## config.mk

```make
export PLATFORM = sky130hd
export DESIGN_NAME = skip_swap_exec
export DESIGN_NICKNAME = d
export VERILOG_FILES = /design/src/hw/exec_pkg.sv /design/src/hw/xor_unit.sv /design/src/hw/skip_swap_exec.sv
export SDC_FILE = /design/constraint.sdc
export NUM_CORES = 1
export LEC_CHECK = 0
export BUFFER_PORTS_ARGS = -buffer_cell sky130_fd_sc_hd__clkbuf_2
export CORE_AREA = 4 4 82 84
export CTS_BUF_LIST = sky130_fd_sc_hd__clkbuf_8
export DETAILED_ROUTE_END_ITERATION = 10
export DIE_AREA = 0 0 86 88
export GPL_TIMING_DRIVEN = 0
export PLACE_DENSITY = 0.58
export SLEW_MARGIN = 0
export SYNTH_ARGS = -nofsm -noshare
export SYNTH_HDL_FRONTEND = slang
export SYNTH_SLANG_ARGS = --single-unit
```

## constraint.sdc

```tcl
create_clock -name clk -period 5.26 [get_ports clk]
set_input_delay 1.052 -clock clk [delete_from_list [all_inputs] [get_ports clk]]
set_output_delay 1.052 -clock clk [all_outputs]
set_load 0.02 [all_outputs]
```

## src/hw/exec_pkg.sv

```systemverilog
package exec_pkg;

  // ----------------------------------------------------------------
  // operation codes presented by the decoder
  // ----------------------------------------------------------------
  typedef enum logic [3:0]
  {
    OP_NONE      = 4'h0,
    OP_SWAP_WORK = 4'h1,
    OP_SKIP_ZERO = 4'h2,
    OP_LOAD_SKIP = 4'h3,
    OP_BIT_SKIP  = 4'h4,
    OP_ROM_CUR   = 4'h5,
    OP_ROM_LAST  = 4'h6,
    OP_XOR_WORK  = 4'h7,
    OP_XOR_MEM   = 4'h8,
    OP_XOR_IMM   = 4'h9
  } op_t;

  // ----------------------------------------------------------------
  // sizes and reset values
  // ----------------------------------------------------------------
  localparam int          ROM_AW       = 12;
  localparam int          ROM_DW       = 15;
  localparam int          PAGE_W       = 4;
  localparam int          SKIP_CYCLES  = 2;
  localparam logic [7:0]  WORK_RST     = 8'h00;
  localparam logic [6:0]  HIGH_RST     = 7'h00;
  localparam logic [3:0]  LAST_PAGE    = 4'hf;

  // ----------------------------------------------------------------
  // carriers
  // ----------------------------------------------------------------
  typedef struct packed
  {
    logic       valid;
    op_t        op;
    logic [2:0] bit_sel;
    logic [7:0] imm;
  } instr_t;

  typedef struct packed
  {
    logic       we;
    logic [7:0] data;
  } mem_wr_t;

endpackage

```

## src/hw/xor_unit.sv

```systemverilog
`timescale 1ns/10ps
module xor_unit
(
  input  wire logic [7:0] a,
  input  wire logic [7:0] b,
  output logic      [7:0] result,
  output logic            zero
);

  always_comb
  begin
    result = a ^ b;
    zero   = (result == 8'h00);
  end

endmodule

```

## src/hw/skip_swap_exec.sv

```systemverilog
`timescale 1ns/10ps
// Behaviour
// [RQ1] swap operand nibbles into working register only
// [RQ2] skip next when memory byte is zero
// [RQ3] skip discards prefetch, adds one dummy cycle
// [RQ4] copy byte to working, skip if zero
// [RQ5] skip next when selected bit is zero
// [RQ6] current page ROM low byte to memory
// [RQ7] last page ROM low byte to memory
// [RQ8] ROM high byte loads table high latch
// [RQ9] xor memory into working, zero flag only
// [RQ10] xor result written back to memory
// [RQ11] xor immediate into working register
// [RQ12] zero flag set when xor result zero
module skip_swap_exec
(
  input  wire logic                          clk,
  input  wire logic                          rst,
  input  wire exec_pkg::instr_t              instr,
  input  wire logic [7:0]                    mem_rdata,
  input  wire logic [7:0]                    rom_table_pointer,
  input  wire logic [exec_pkg::PAGE_W-1:0]   pc_page,
  input  wire logic [exec_pkg::ROM_DW-1:0]   rom_rdata,
  output logic [7:0]                         working_register,
  output logic [6:0]                         table_high_latch,
  output exec_pkg::mem_wr_t                  mem_wr,
  output logic [exec_pkg::ROM_AW-1:0]        rom_addr,
  output logic                               zero_flag_we,
  output logic                               zero_flag,
  output logic                               flush_prefetch,
  output logic                               dummy_cycle
);

  // ----------------------------------------------------------------
  // combinational decode
  // ----------------------------------------------------------------
  logic [7:0] xor_b;
  logic [7:0] xor_res;
  logic       xor_zero;
  logic       skip;
  logic       is_rom;

  // immediate form uses the instruction constant instead of memory
  assign xor_b  = (instr.op == exec_pkg::OP_XOR_IMM) ? instr.imm : mem_rdata;
  assign is_rom = instr.valid && ((instr.op == exec_pkg::OP_ROM_CUR)
                                 || (instr.op == exec_pkg::OP_ROM_LAST));

  xor_unit u_xor
  (
    .a      (working_register),
    .b      (xor_b),
    .result (xor_res),
    .zero   (xor_zero)
  );

  always_comb
  begin
    skip = 1'b0;
    if (instr.valid && !dummy_cycle)
    begin
      case (instr.op)
        exec_pkg::OP_SKIP_ZERO: skip = (mem_rdata == 8'h00);         // [RQ2]
        exec_pkg::OP_LOAD_SKIP: skip = (mem_rdata == 8'h00);         // [RQ4]
        exec_pkg::OP_BIT_SKIP:  skip = ~mem_rdata[instr.bit_sel];    // [RQ5]
        default:                skip = 1'b0;
      endcase
    end
  end

  // ----------------------------------------------------------------
  // rom address: the rom word is read combinationally this cycle
  // ----------------------------------------------------------------
  logic [exec_pkg::ROM_AW-1:0] nxt_rom_addr;

  always_comb
  begin
    if (instr.op == exec_pkg::OP_ROM_LAST)
      nxt_rom_addr = {exec_pkg::LAST_PAGE, rom_table_pointer};       // [RQ7]
    else
      nxt_rom_addr = {pc_page, rom_table_pointer};                   // [RQ6]
  end

  assign rom_addr = nxt_rom_addr;

  // ----------------------------------------------------------------
  // next state
  // ----------------------------------------------------------------
  logic [7:0] working_ff;
  logic [7:0] nxt_working;
  logic [6:0] high_ff;
  logic [6:0] nxt_high;
  logic       mem_we_ff;
  logic       nxt_mem_we;
  logic [7:0] mem_data_ff;
  logic [7:0] nxt_mem_data;
  logic       zwe_ff;
  logic       nxt_zwe;
  logic       z_ff;
  logic       nxt_z;
  logic       dummy_ff;
  logic       nxt_dummy;

  always_comb
  begin
    nxt_working  = working_ff;
    nxt_high     = high_ff;
    nxt_mem_we   = 1'b0;
    nxt_mem_data = mem_data_ff;
    nxt_zwe      = 1'b0;
    nxt_z        = z_ff;
    // a skipped instruction sits in the dummy slot and must not execute
    nxt_dummy    = skip;                                             // [RQ3]
    if (instr.valid && !dummy_ff)
    begin
      case (instr.op)
        exec_pkg::OP_SWAP_WORK:
          nxt_working = {mem_rdata[3:0], mem_rdata[7:4]};            // [RQ1]
        exec_pkg::OP_LOAD_SKIP:
          nxt_working = mem_rdata;                                   // [RQ4]
        exec_pkg::OP_ROM_CUR, exec_pkg::OP_ROM_LAST:
        begin
          nxt_mem_we   = 1'b1;                                       // [RQ6] [RQ7]
          nxt_mem_data = rom_rdata[7:0];
          nxt_high     = rom_rdata[exec_pkg::ROM_DW-1:8];            // [RQ8]
        end
        exec_pkg::OP_XOR_WORK, exec_pkg::OP_XOR_IMM:
        begin
          nxt_working = xor_res;                                     // [RQ9] [RQ11]
          nxt_zwe     = 1'b1;
          nxt_z       = xor_zero;                                    // [RQ12]
        end
        exec_pkg::OP_XOR_MEM:
        begin
          nxt_mem_we   = 1'b1;                                       // [RQ10]
          nxt_mem_data = xor_res;
          nxt_zwe      = 1'b1;
          nxt_z        = xor_zero;                                   // [RQ12]
        end
        default:
          nxt_working = working_ff;
      endcase
    end
  end

  always_ff @(posedge clk)
  begin
    if (rst)
    begin
      working_ff  <= exec_pkg::WORK_RST;
      high_ff     <= exec_pkg::HIGH_RST;
      mem_we_ff   <= 1'b0;
      mem_data_ff <= 8'h00;
      zwe_ff      <= 1'b0;
      z_ff        <= 1'b0;
      dummy_ff    <= 1'b0;
    end
    else
    begin
      working_ff  <= nxt_working;
      high_ff     <= nxt_high;
      mem_we_ff   <= nxt_mem_we;
      mem_data_ff <= nxt_mem_data;
      zwe_ff      <= nxt_zwe;
      z_ff        <= nxt_z;
      dummy_ff    <= nxt_dummy;
    end
  end

  // ----------------------------------------------------------------
  // outputs
  // ----------------------------------------------------------------
  assign working_register = working_ff;
  assign table_high_latch = high_ff;
  assign mem_wr.we        = mem_we_ff;
  assign mem_wr.data      = mem_data_ff;
  assign zero_flag_we     = zwe_ff;
  assign zero_flag        = z_ff;
  assign flush_prefetch   = dummy_ff;
  assign dummy_cycle      = dummy_ff;

  // ----------------------------------------------------------------
  // checks
  // ----------------------------------------------------------------
  a_swap_nibbles: assert property (@(posedge clk) disable iff (rst)   // [RQ1]
    (instr.valid && !dummy_ff && instr.op == exec_pkg::OP_SWAP_WORK)
    |=> working_register == {$past(mem_rdata[3:0]), $past(mem_rdata[7:4])}
        && !zero_flag_we && !mem_wr.we)
    else $error("swap result wrong");

  a_skip_zero: assert property (@(posedge clk) disable iff (rst)      // [RQ2]
    (instr.valid && !dummy_ff && instr.op == exec_pkg::OP_SKIP_ZERO)
    |=> (dummy_cycle == ($past(mem_rdata) == 8'h00)) && !zero_flag_we)
    else $error("byte skip wrong");

  // the discarded prefetch must leave no trace in the working register, the table high latch or any pulse
  a_skip_one_dummy: assert property (@(posedge clk) disable iff (rst) // [RQ3]
    dummy_cycle |=> !dummy_cycle && !mem_wr.we && !zero_flag_we
        && $stable(working_register) && $stable(table_high_latch))
    else $error("discarded slot left a trace");

  a_load_skip: assert property (@(posedge clk) disable iff (rst)      // [RQ4]
    (instr.valid && !dummy_ff && instr.op == exec_pkg::OP_LOAD_SKIP)
    |=> working_register == $past(mem_rdata)
        && dummy_cycle == ($past(mem_rdata) == 8'h00) && !zero_flag_we)
    else $error("load skip wrong");

  a_bit_skip: assert property (@(posedge clk) disable iff (rst)       // [RQ5]
    (instr.valid && !dummy_ff && instr.op == exec_pkg::OP_BIT_SKIP)
    |=> dummy_cycle == !$past(mem_rdata[instr.bit_sel]) && !mem_wr.we)
    else $error("bit skip wrong");

  a_rom_last: assert property (@(posedge clk) disable iff (rst)       // [RQ7]
    (instr.valid && instr.op == exec_pkg::OP_ROM_LAST)
    |-> rom_addr == {exec_pkg::LAST_PAGE, rom_table_pointer})
    else $error("last page address wrong");

  a_rom_bytes: assert property (@(posedge clk) disable iff (rst)      // [RQ8]
    (is_rom && !dummy_ff)
    |=> mem_wr.we && mem_wr.data == $past(rom_rdata[7:0])
        && table_high_latch == $past(rom_rdata[14:8]) && !zero_flag_we)
    else $error("table read bytes wrong");

  a_xor_memory: assert property (@(posedge clk) disable iff (rst)     // [RQ10]
    (instr.valid && !dummy_ff && instr.op == exec_pkg::OP_XOR_MEM)
    |=> mem_wr.we && mem_wr.data == ($past(working_register) ^ $past(mem_rdata))
        && zero_flag_we && zero_flag == (mem_wr.data == 8'h00))
    else $error("xor to memory wrong");

  a_xor_imm: assert property (@(posedge clk) disable iff (rst)        // [RQ11]
    (instr.valid && !dummy_ff && instr.op == exec_pkg::OP_XOR_IMM)
    |=> working_register == ($past(working_register) ^ $past(instr.imm))
        && zero_flag == (working_register == 8'h00))              // [RQ12]
    else $error("xor immediate wrong");

endmodule

```

**Word-level counts from Yosys, hierarchy flattened**

Cells that the tools add are included.

- Flip-flop bits (word level): 27
- Output and inout port bits: 40

- Order comparisons: 1
- Equal/unequal tests: 9
- Multiplexer cells: 9
- Bitwise gates (word level): 3
- Reduce and logical (&&, ||, !) cells: 16

Operator list:

| kind | number |
|---|---|
| 8-bit one-hot mux with 3 select lines | 1 |
| 4-bit by 3-bit == test with 1-bit output (second input constant) | 4 |
| 8-bit zero test | 2 |
| 8-bit one-hot mux with 2 select lines | 1 |
| 12-bit 2-to-1 mux | 1 |
| 4-bit by 2-bit == test with 1-bit output (second input constant) | 2 |
| 4-bit == test (second input constant) | 2 |
| 8-bit 2-to-1 mux | 1 |
| 2-bit AND reduction | 4 |
| 2-bit OR reduction | 4 |
| 8-bit XOR | 1 |
| 3-bit OR reduction | 2 |
| 4-bit by 1-bit == test with 1-bit output (second input constant) | 1 |
| 3-bit by 4-bit < comparator with 1-bit output (second input constant) | 1 |
| 1-bit binary-select mux with 3-bit select | 1 |
| 1-bit 2-to-1 mux | 3 |
| 3-bit nonzero test | 1 |
| 1-bit inverter | 2 |
| 1-bit one-hot mux with 2 select lines | 1 |
| 2-bit nonzero test | 1 |
| 1-bit logical AND | 1 |
| 1-bit zero test | 1 |

**Depth between registers and ports, before layout**

Gate-level depths: netlist of the first run.

- Depth in word-level cells: 4
- Gate-level depth with buffers: 7
- Depth with buffers taken out: 6

**Modules after synthesis**

A second synthesis of the first run with hierarchy kept.

- Cell total of the unflattened synthesis: 173
- Area, all modules: 1,626.6 sq um

By module, submodules not included:

| module | instances | cells each | area each (sq um) | sequential area each (sq um) |
|---|---|---|---|---|
| skip_swap_exec | 1 | 162 | 1,537.7 | 540.5 |
| xor_unit | 1 | 11 | 88.8 | 0.0 |

**Least setup slack after synthesis of the first run**

Ideal clock, no wire load.

- Path kind: input -> output
- Start: in instr[11] (netlist name)
- End: out rom_addr[10] (netlist name)
- Arrival time: 1,723 ps
- Data required time: 4,208 ps
- Path slack: 2,485 ps
- Stages on the path: 3
- Path buffers: 1
- Cells stage by stage: clkbuf_1 > nor2b_1 > or2_2

- Cells in the longest elaborated chain, start to end: 2

Ends and longest elaborated chain:

| what | line | RTL |
|---|---|---|
| start, declared | skip_swap_exec.sv:19 | `input wire exec_pkg::instr_t instr,` |
| 4-bit by 3-bit == test with 1-bit output | skip_swap_exec.sv:77 | `if (instr.op == exec_pkg::OP_ROM_LAST)` |
| 12-bit 2-to-1 mux | skip_swap_exec.sv:77 |  |
| end, declared | skip_swap_exec.sv:27 | `output logic [exec_pkg::ROM_AW-1:0] rom_addr,` |

No other way between the ends.

**Worst setup path in the final report of the first run**

- Start: in instr[11] (netlist name)
- End: out rom_addr[8] (netlist name)

Same word-level chain as after synthesis.

==> impl_metrics.env, run 1 <==
export IMPL_status="finished, final reports clean"
export IMPL_peakVddDrop_mv=0.0991
export IMPL_drive_gt1_share_pct=43.5
export IMPL_dpl_hpwl_um=4110
export IMPL_ys_flop_type="dfxtp_1"
export IMPL_fin_cells=358
export IMPL_path_cells="clkbuf_2, clkbuf_1, nor2b_1, or2_2, clkbuf_2"
export IMPL_layout_common_cells="83 x clkbuf_2, 27 x dfxtp_1, 22 x nor2_1"
export IMPL_swShare_pct=31.8
export IMPL_finalInstanceArea_mm2=0.00232
export IMPL_setup_viol=0
export IMPL_clock_fmax_ghz=0.314
export IMPL_worstPathRequired_ns=4.21
export IMPL_grt_use_met2_pct=23.5
export IMPL_synthCells=196
export IMPL_htree_levels=1
export IMPL_cap_violations=0
export IMPL_drt_first_pass_iters=4
export IMPL_port_buffer_count=83
export IMPL_cpMaxStageDelayCell="clkbuf_1"
export IMPL_cp_max_fo=10
export IMPL_grt_busiest_layer="met2"
export IMPL_endpoint_kind="primary output"
export IMPL_cts_clk_slew_worst_paths_ns=0.09
export IMPL_async_flop_share_pct=0
export IMPL_avgSynthCellArea_um2=9.03
export IMPL_antenna_found_initial=0
export IMPL_syn_num_nets=249
export IMPL_dp_cells=354
export IMPL_p_total_mw=0.481
export IMPL_grt_max_degree=15
export IMPL_met1_usage_pct=18.0
export IMPL_clkPwrFrac_pct=25.4
export IMPL_timing_hold_ws_ns=0.508
export IMPL_dieArea_mm2=0.00757
export IMPL_critPathMaxStageDelay_ns=0.35
export IMPL_syn_area_mm2=0.00177
export IMPL_diodes=0
export IMPL_cts_tree="yes"
export IMPL_area_delta_synth_final_pct=31.3
export IMPL_io_pins=93
export IMPL_cts_resized=0
export IMPL_power_switching_mw=0.153
export IMPL_crit_family="buffers and inverters"
export IMPL_yosysUniqueCellTypes=48
export IMPL_pwr_share_seq_pct=45.7
export IMPL_fin_crit_sh_pct=60.5
export IMPL_yosysTopAreaCell="dfxtp_1"
export IMPL_dieWidth_um=86
export IMPL_place_gp_congestion=0.821
export IMPL_grt_pass1_vias=1752
export IMPL_cts_setup_buffers=0
export IMPL_drv_slew=0
export IMPL_synth_enable_flop_cells=0
export IMPL_n_fill_cell=637
export IMPL_seq_area_frac_synth_pct=30.6
export IMPL_ant_nets=0
export IMPL_grt_pass1_wl_um=8340
export IMPL_power_frac_comb_pct=28.9
export IMPL_root_buffer="clkbuf_8"
export IMPL_track_usage_pct=13.8
export IMPL_ys_ff_latch=27
export IMPL_crit_type="input pin to primary output"
export IMPL_hp_class="flop to flop"
export IMPL_worst_path_buf_inv=3
export IMPL_holdBufCountCts=0
export IMPL_tightest_slew_ns=0.619
export IMPL_tns_ns=0
export IMPL_numCtsBuffers=3
export IMPL_fin_skew_ns=0.00267
export IMPL_relSlewSlack_pct=58.5
export IMPL_routed_wl_um=5110
export IMPL_vias=1747
export IMPL_yosys_warnings=0
export IMPL_via_per_inst=4.88
export IMPL_met3_usage_pct=3.57
export IMPL_insertion_delay_ns=0.28
export IMPL_final_common_cell="clkbuf_2"
export IMPL_die_y_um=88
export IMPL_fin_crit_ns=3.18
export IMPL_finalHoldViolCount=0
export IMPL_rows=28
export IMPL_grt_setup_unrepaired="false"
export IMPL_num_nets_final=337
export IMPL_intPower_mw=0.328
export IMPL_drt_iter0_markers=55
export IMPL_cts_max_path_buffers=2
export IMPL_start_util_pct=29.9
export IMPL_yosysTopAreaCellShare_pct=30.6
export IMPL_start_kind="input pin"
export IMPL_p_leak_nw=1.06
export IMPL_arrival_ns=2.13
export IMPL_power_density_mw_per_mm2=207
export IMPL_drc=0
export IMPL_core_mm2=0.00592
export IMPL_numClockSinks=27
export IMPL_place_area_mm2=0.00228
export IMPL_overflow=0
export IMPL_wl_per_cell_um=14.3
export IMPL_ys_top_cells_by_area="dfxtp_1 31%, mux2i_1 7.9%, a311oi_2 5.1%"
export IMPL_crit_path_frequent_cell="clkbuf_2"
[registers in the layout, indices dropped and copies added, names as in the netlist]
name / count
mem_we_ff: 1
table_high_latch: 7
dummy_cycle: 1
zero_flag_we: 1
mem_data_ff: 8
working_register: 8
zero_flag: 1
[stage by stage]
step / worst slack, ns / utilization (%)
floorplan: 2.48 / -
global placement: 2.07 / 38.5
detailed placement: 2.06 / 38.5
CTS: 2.06 / 39.2
global route: 1.97 / 39.2
finish: 2.08 / 39.2
[layout make-up]
class / instances / area [um2] / share of cell area (%)
Multi-Input combinational cell: 145 / 1080 / 46.5
Sequential cell: 27 / 541 / 23.3
Timing Repair Buffer: 83 / 415 / 17.9
Buffer: 22 / 140 / 6.03
Tap cell: 75 / 93.8 / 4.04
Clock buffer: 3 / 41.3 / 1.78
Inverter: 2 / 7.51 / 0.323
Clock inverter: 1 / 3.75 / 0.162
[final timing paths]
path	start	endpoint	slack, ns	depth (start not counted)
max	instr[11]	rom_addr[8]	2.08	5
min	table_high_latch[5]	table_high_latch[5]	0.51	2
max reg2reg	dummy_cycle	working_register[4]	3.63	5
min reg2reg	table_high_latch[5]	table_high_latch[5]	0.51	2
[Yosys cell counts (all sizes together), types with 3 or more instances]
master,count
dfxtp,27
nor2,22
nand2,18
mux2i,17
buf,15
nor2b,8
xnor2,8
a311oi,7
clkbuf,7
nor3,6
o21ai,6
a211oi,5
a221oi,5
or2,5
a21oi,4
and3,4
nor4,4
and2,3
[worst register-to-register path: cells and delay by family (launching register included)]
family,cells,cell delay [ns]
AOI/OAI and AO/OA,2,0.48
buffers and inverters,1,0.39
DFF,1,0.35
and+or+nand+nor,2,0.34
[layer usage]
metal  part of all wire (%)  wire, um
met3                    7.9       402
met4                   0.57        29
met5                      0         0
met2                     46      2340
met1                     46      2340
[power groups by stage]
stage	registers (mW)	logic (mW)	clock network, mW
final	0.220	0.139	0.122
after global routing	0.221	0.153	0.135
after CTS	0.220	0.140	0.129
after detailed placement	0.225	0.140	0
after global placement	0.224	0.139	0
after floorplan	0.235	0.0789	0
[cell families after synthesis]
group / count (synthesis) / share of synthesized area [%]
and+or+nand+nor: 79 / 23.8
AOI/OAI and AO/OA: 37 / 17.6
DFF: 27 / 30.6
buffers and inverters: 24 / 8.35
muxes: 20 / 13.9
xor gates and xnor gates: 9 / 5.73
No activity file was read; power rests on OpenSTA's default activity.
==> run 2: changes to the inputs <==
--- a/config.mk
+++ b/config.mk
@@ -11,7 +11,7 @@
 export DETAILED_ROUTE_END_ITERATION = 10
 export DIE_AREA = 0 0 86 88
 export GPL_TIMING_DRIVEN = 0
-export PLACE_DENSITY = 0.58
+export PLACE_DENSITY = 0.6
 export SLEW_MARGIN = 0
 export SYNTH_ARGS = -nofsm -noshare
 export SYNTH_HDL_FRONTEND = slang
==> constraint.sdc (replaced) <==
create_clock -name clk -period 2.9 [get_ports clk]
set_input_delay 0.58 -clock clk [delete_from_list [all_inputs] [get_ports clk]]
set_output_delay 0.58 -clock clk [all_outputs]
set_load 0.02 [all_outputs]
==> run 2 against run 1 <==
Net effect:
- final area unchanged
- clock skew grew 0.0013 ns
- critical path depth unchanged
- flip-flop and latch count is the same
- via count is 2.1% lower
- power increased by 80%
- setup slack worse by 1.4 ns
- register-to-register slack got worse by 2.4 ns
- first-iteration DRC count up 53%
- critical endpoint is now rom_addr[11]
- largest cell class unchanged
- highest routed layer unchanged
==> impl_metrics.env, run 2 (same netlist as run 1, synthesis figures left out) <==
export IMPL_num_nets_final=337
export IMPL_cts_tree="yes"
export IMPL_layout_common_cells="83 x clkbuf_2, 27 x dfxtp_1, 22 x nor2_1"
export IMPL_numClockSinks=27
export IMPL_clock_fmax_ghz=0.446
export IMPL_area_delta_synth_final_pct=31.3
export IMPL_cts_max_path_buffers=2
export IMPL_drt_iter0_markers=84
export IMPL_cp_max_fo=10
export IMPL_numCtsBuffers=3
export IMPL_htree_levels=1
export IMPL_dieArea_mm2=0.00757
export IMPL_start_kind="input pin"
export IMPL_tightest_slew_ns=0.628
export IMPL_min_from="mem_data_ff[2]"
export IMPL_final_common_cell="clkbuf_2"
export IMPL_grt_setup_unrepaired="false"
export IMPL_clkPwrFrac_pct=24.8
export IMPL_die_y_um=88
export IMPL_finish_utilization_pct=39.2
export IMPL_rows=28
export IMPL_peakVddDrop_mv=0.232
export IMPL_power_frac_comb_pct=29.1
export IMPL_insertion_delay_ns=0.27
export IMPL_arrival_ns=1.66
export IMPL_worst_r2r_path_depth=5
export IMPL_p_total_mw=0.865
export IMPL_place_gp_congestion=0.818
export IMPL_whs_path_depth=2
export IMPL_tns_ns=0
export IMPL_power_density_mw_per_mm2=372
export IMPL_drv_slew=0
export IMPL_status="finished, final reports clean"
export IMPL_intPower_mw=0.595
export IMPL_finalHoldViolCount=0
export IMPL_io_pins=93
export IMPL_wl_per_cell_um=13.9
export IMPL_core_mm2=0.00592
export IMPL_overflow=0
export IMPL_fin_crit_sh_pct=77.3
export IMPL_cts_clk_slew_worst_paths_ns=0.09
export IMPL_power_switching_mw=0.271
export IMPL_fin_skew_ns=0.00400
export IMPL_vias=1711
export IMPL_crit_type="input pin to primary output"
export IMPL_holdBufCountCts=0
export IMPL_p_leak_nw=1.06
export IMPL_track_usage_pct=13.0
export IMPL_worstPathRequired_ns=2.32
export IMPL_cap_violations=0
export IMPL_via_per_inst=4.78
export IMPL_drc=0
export IMPL_cts_resized=0
export IMPL_grt_pass1_vias=1649
export IMPL_drt_first_pass_iters=4
export IMPL_routed_wl_um=4980
export IMPL_r2r_start="dummy_cycle"
export IMPL_dpl_hpwl_um=4140
export IMPL_swShare_pct=31.3
export IMPL_fin_crit_ns=2.24
export IMPL_grt_max_degree=15
export IMPL_crit_path_start="instr[11]"
export IMPL_cts_setup_buffers=0
export IMPL_setup_viol=0
export IMPL_antenna_found_initial=0
export IMPL_dieWidth_um=86
export IMPL_diodes=0
export IMPL_ant_nets=0
export IMPL_port_buffer_count=83
export IMPL_grt_pass1_wl_um=7870
export IMPL_fin_cells=358
export IMPL_drive_gt1_share_pct=43.5
export IMPL_root_buffer="clkbuf_8"
export IMPL_dp_cells=354
export IMPL_endpoint_kind="primary output"
export IMPL_start_util_pct=29.9
export IMPL_pwr_share_seq_pct=46.1
export IMPL_hp_class="flop to flop"
export IMPL_relSlewSlack_pct=57.9
==> run 2: cell counts in the layout (fill, tap and decap cells not counted) <==
No cell type changed its count.
==> run 2: layout make-up <==
type / count / area, um2
repair buffers: 83 / 415
well taps: 75 / 93.8
fillers: 641 / 3600
inverters: 2 / 7.51
flip-flops and latches: 27 / 541
clock inverters: 1 / 3.75
plain buffers: 22 / 140
multi-input cells: 145 / 1080
clock buffers: 3 / 41.3
==> run 2: worst paths after layout <==
kind                          to  slack [ns]
max                 rom_addr[11]        0.66
min               mem_data_ff[2]        0.50
max reg2reg  working_register[2]        1.26
min reg2reg       mem_data_ff[2]        0.50
==> run 2: power groups by stage <==
stage | sequential (mW) | combinational [mW] | clock, mW
3_5_place_dp | 0.408 | 0.254 | 0
3_3_place_gp | 0.407 | 0.251 | 0
5_1_grt | 0.402 | 0.275 | 0.243
2_1_floorplan | 0.426 | 0.143 | 0
6_report | 0.399 | 0.252 | 0.215
4_1_cts | 0.399 | 0.255 | 0.221
==> run 2: critical path: stages <==
cell and delay [ns]:
clkbuf_2 0.16, clkbuf_1 0.35, nor2b_1 0.13, or2_2 0.29, clkbuf_2 0.16
==> run 2: stage by stage <==
stage / worst slack, ns / hold WS [ns] / instance area (um2)
floorplan: 0.850 / 0.568 / 1770
global placement: 0.531 / 0.478 / 2280
detailed placement: 0.502 / 0.490 / 2280
CTS: 0.661 / 0.511 / 2320
global route: 0.563 / 0.533 / 2320
finish: 0.657 / 0.503 / 2320
==> run 2: layer usage <==
| layer | track usage, % | up-vias | part of all wire [%] |
|---|---|---|---|
| met5 | 0 | - | 0 |
| met2 | 22.1 | 68 | 46 |
| met3 | 3.29 | 2 | 8.5 |
| li1 | - | 874 | - |
| met1 | 17.0 | 767 | 45 |
| met4 | 1.58 | 0 | 0.46 |
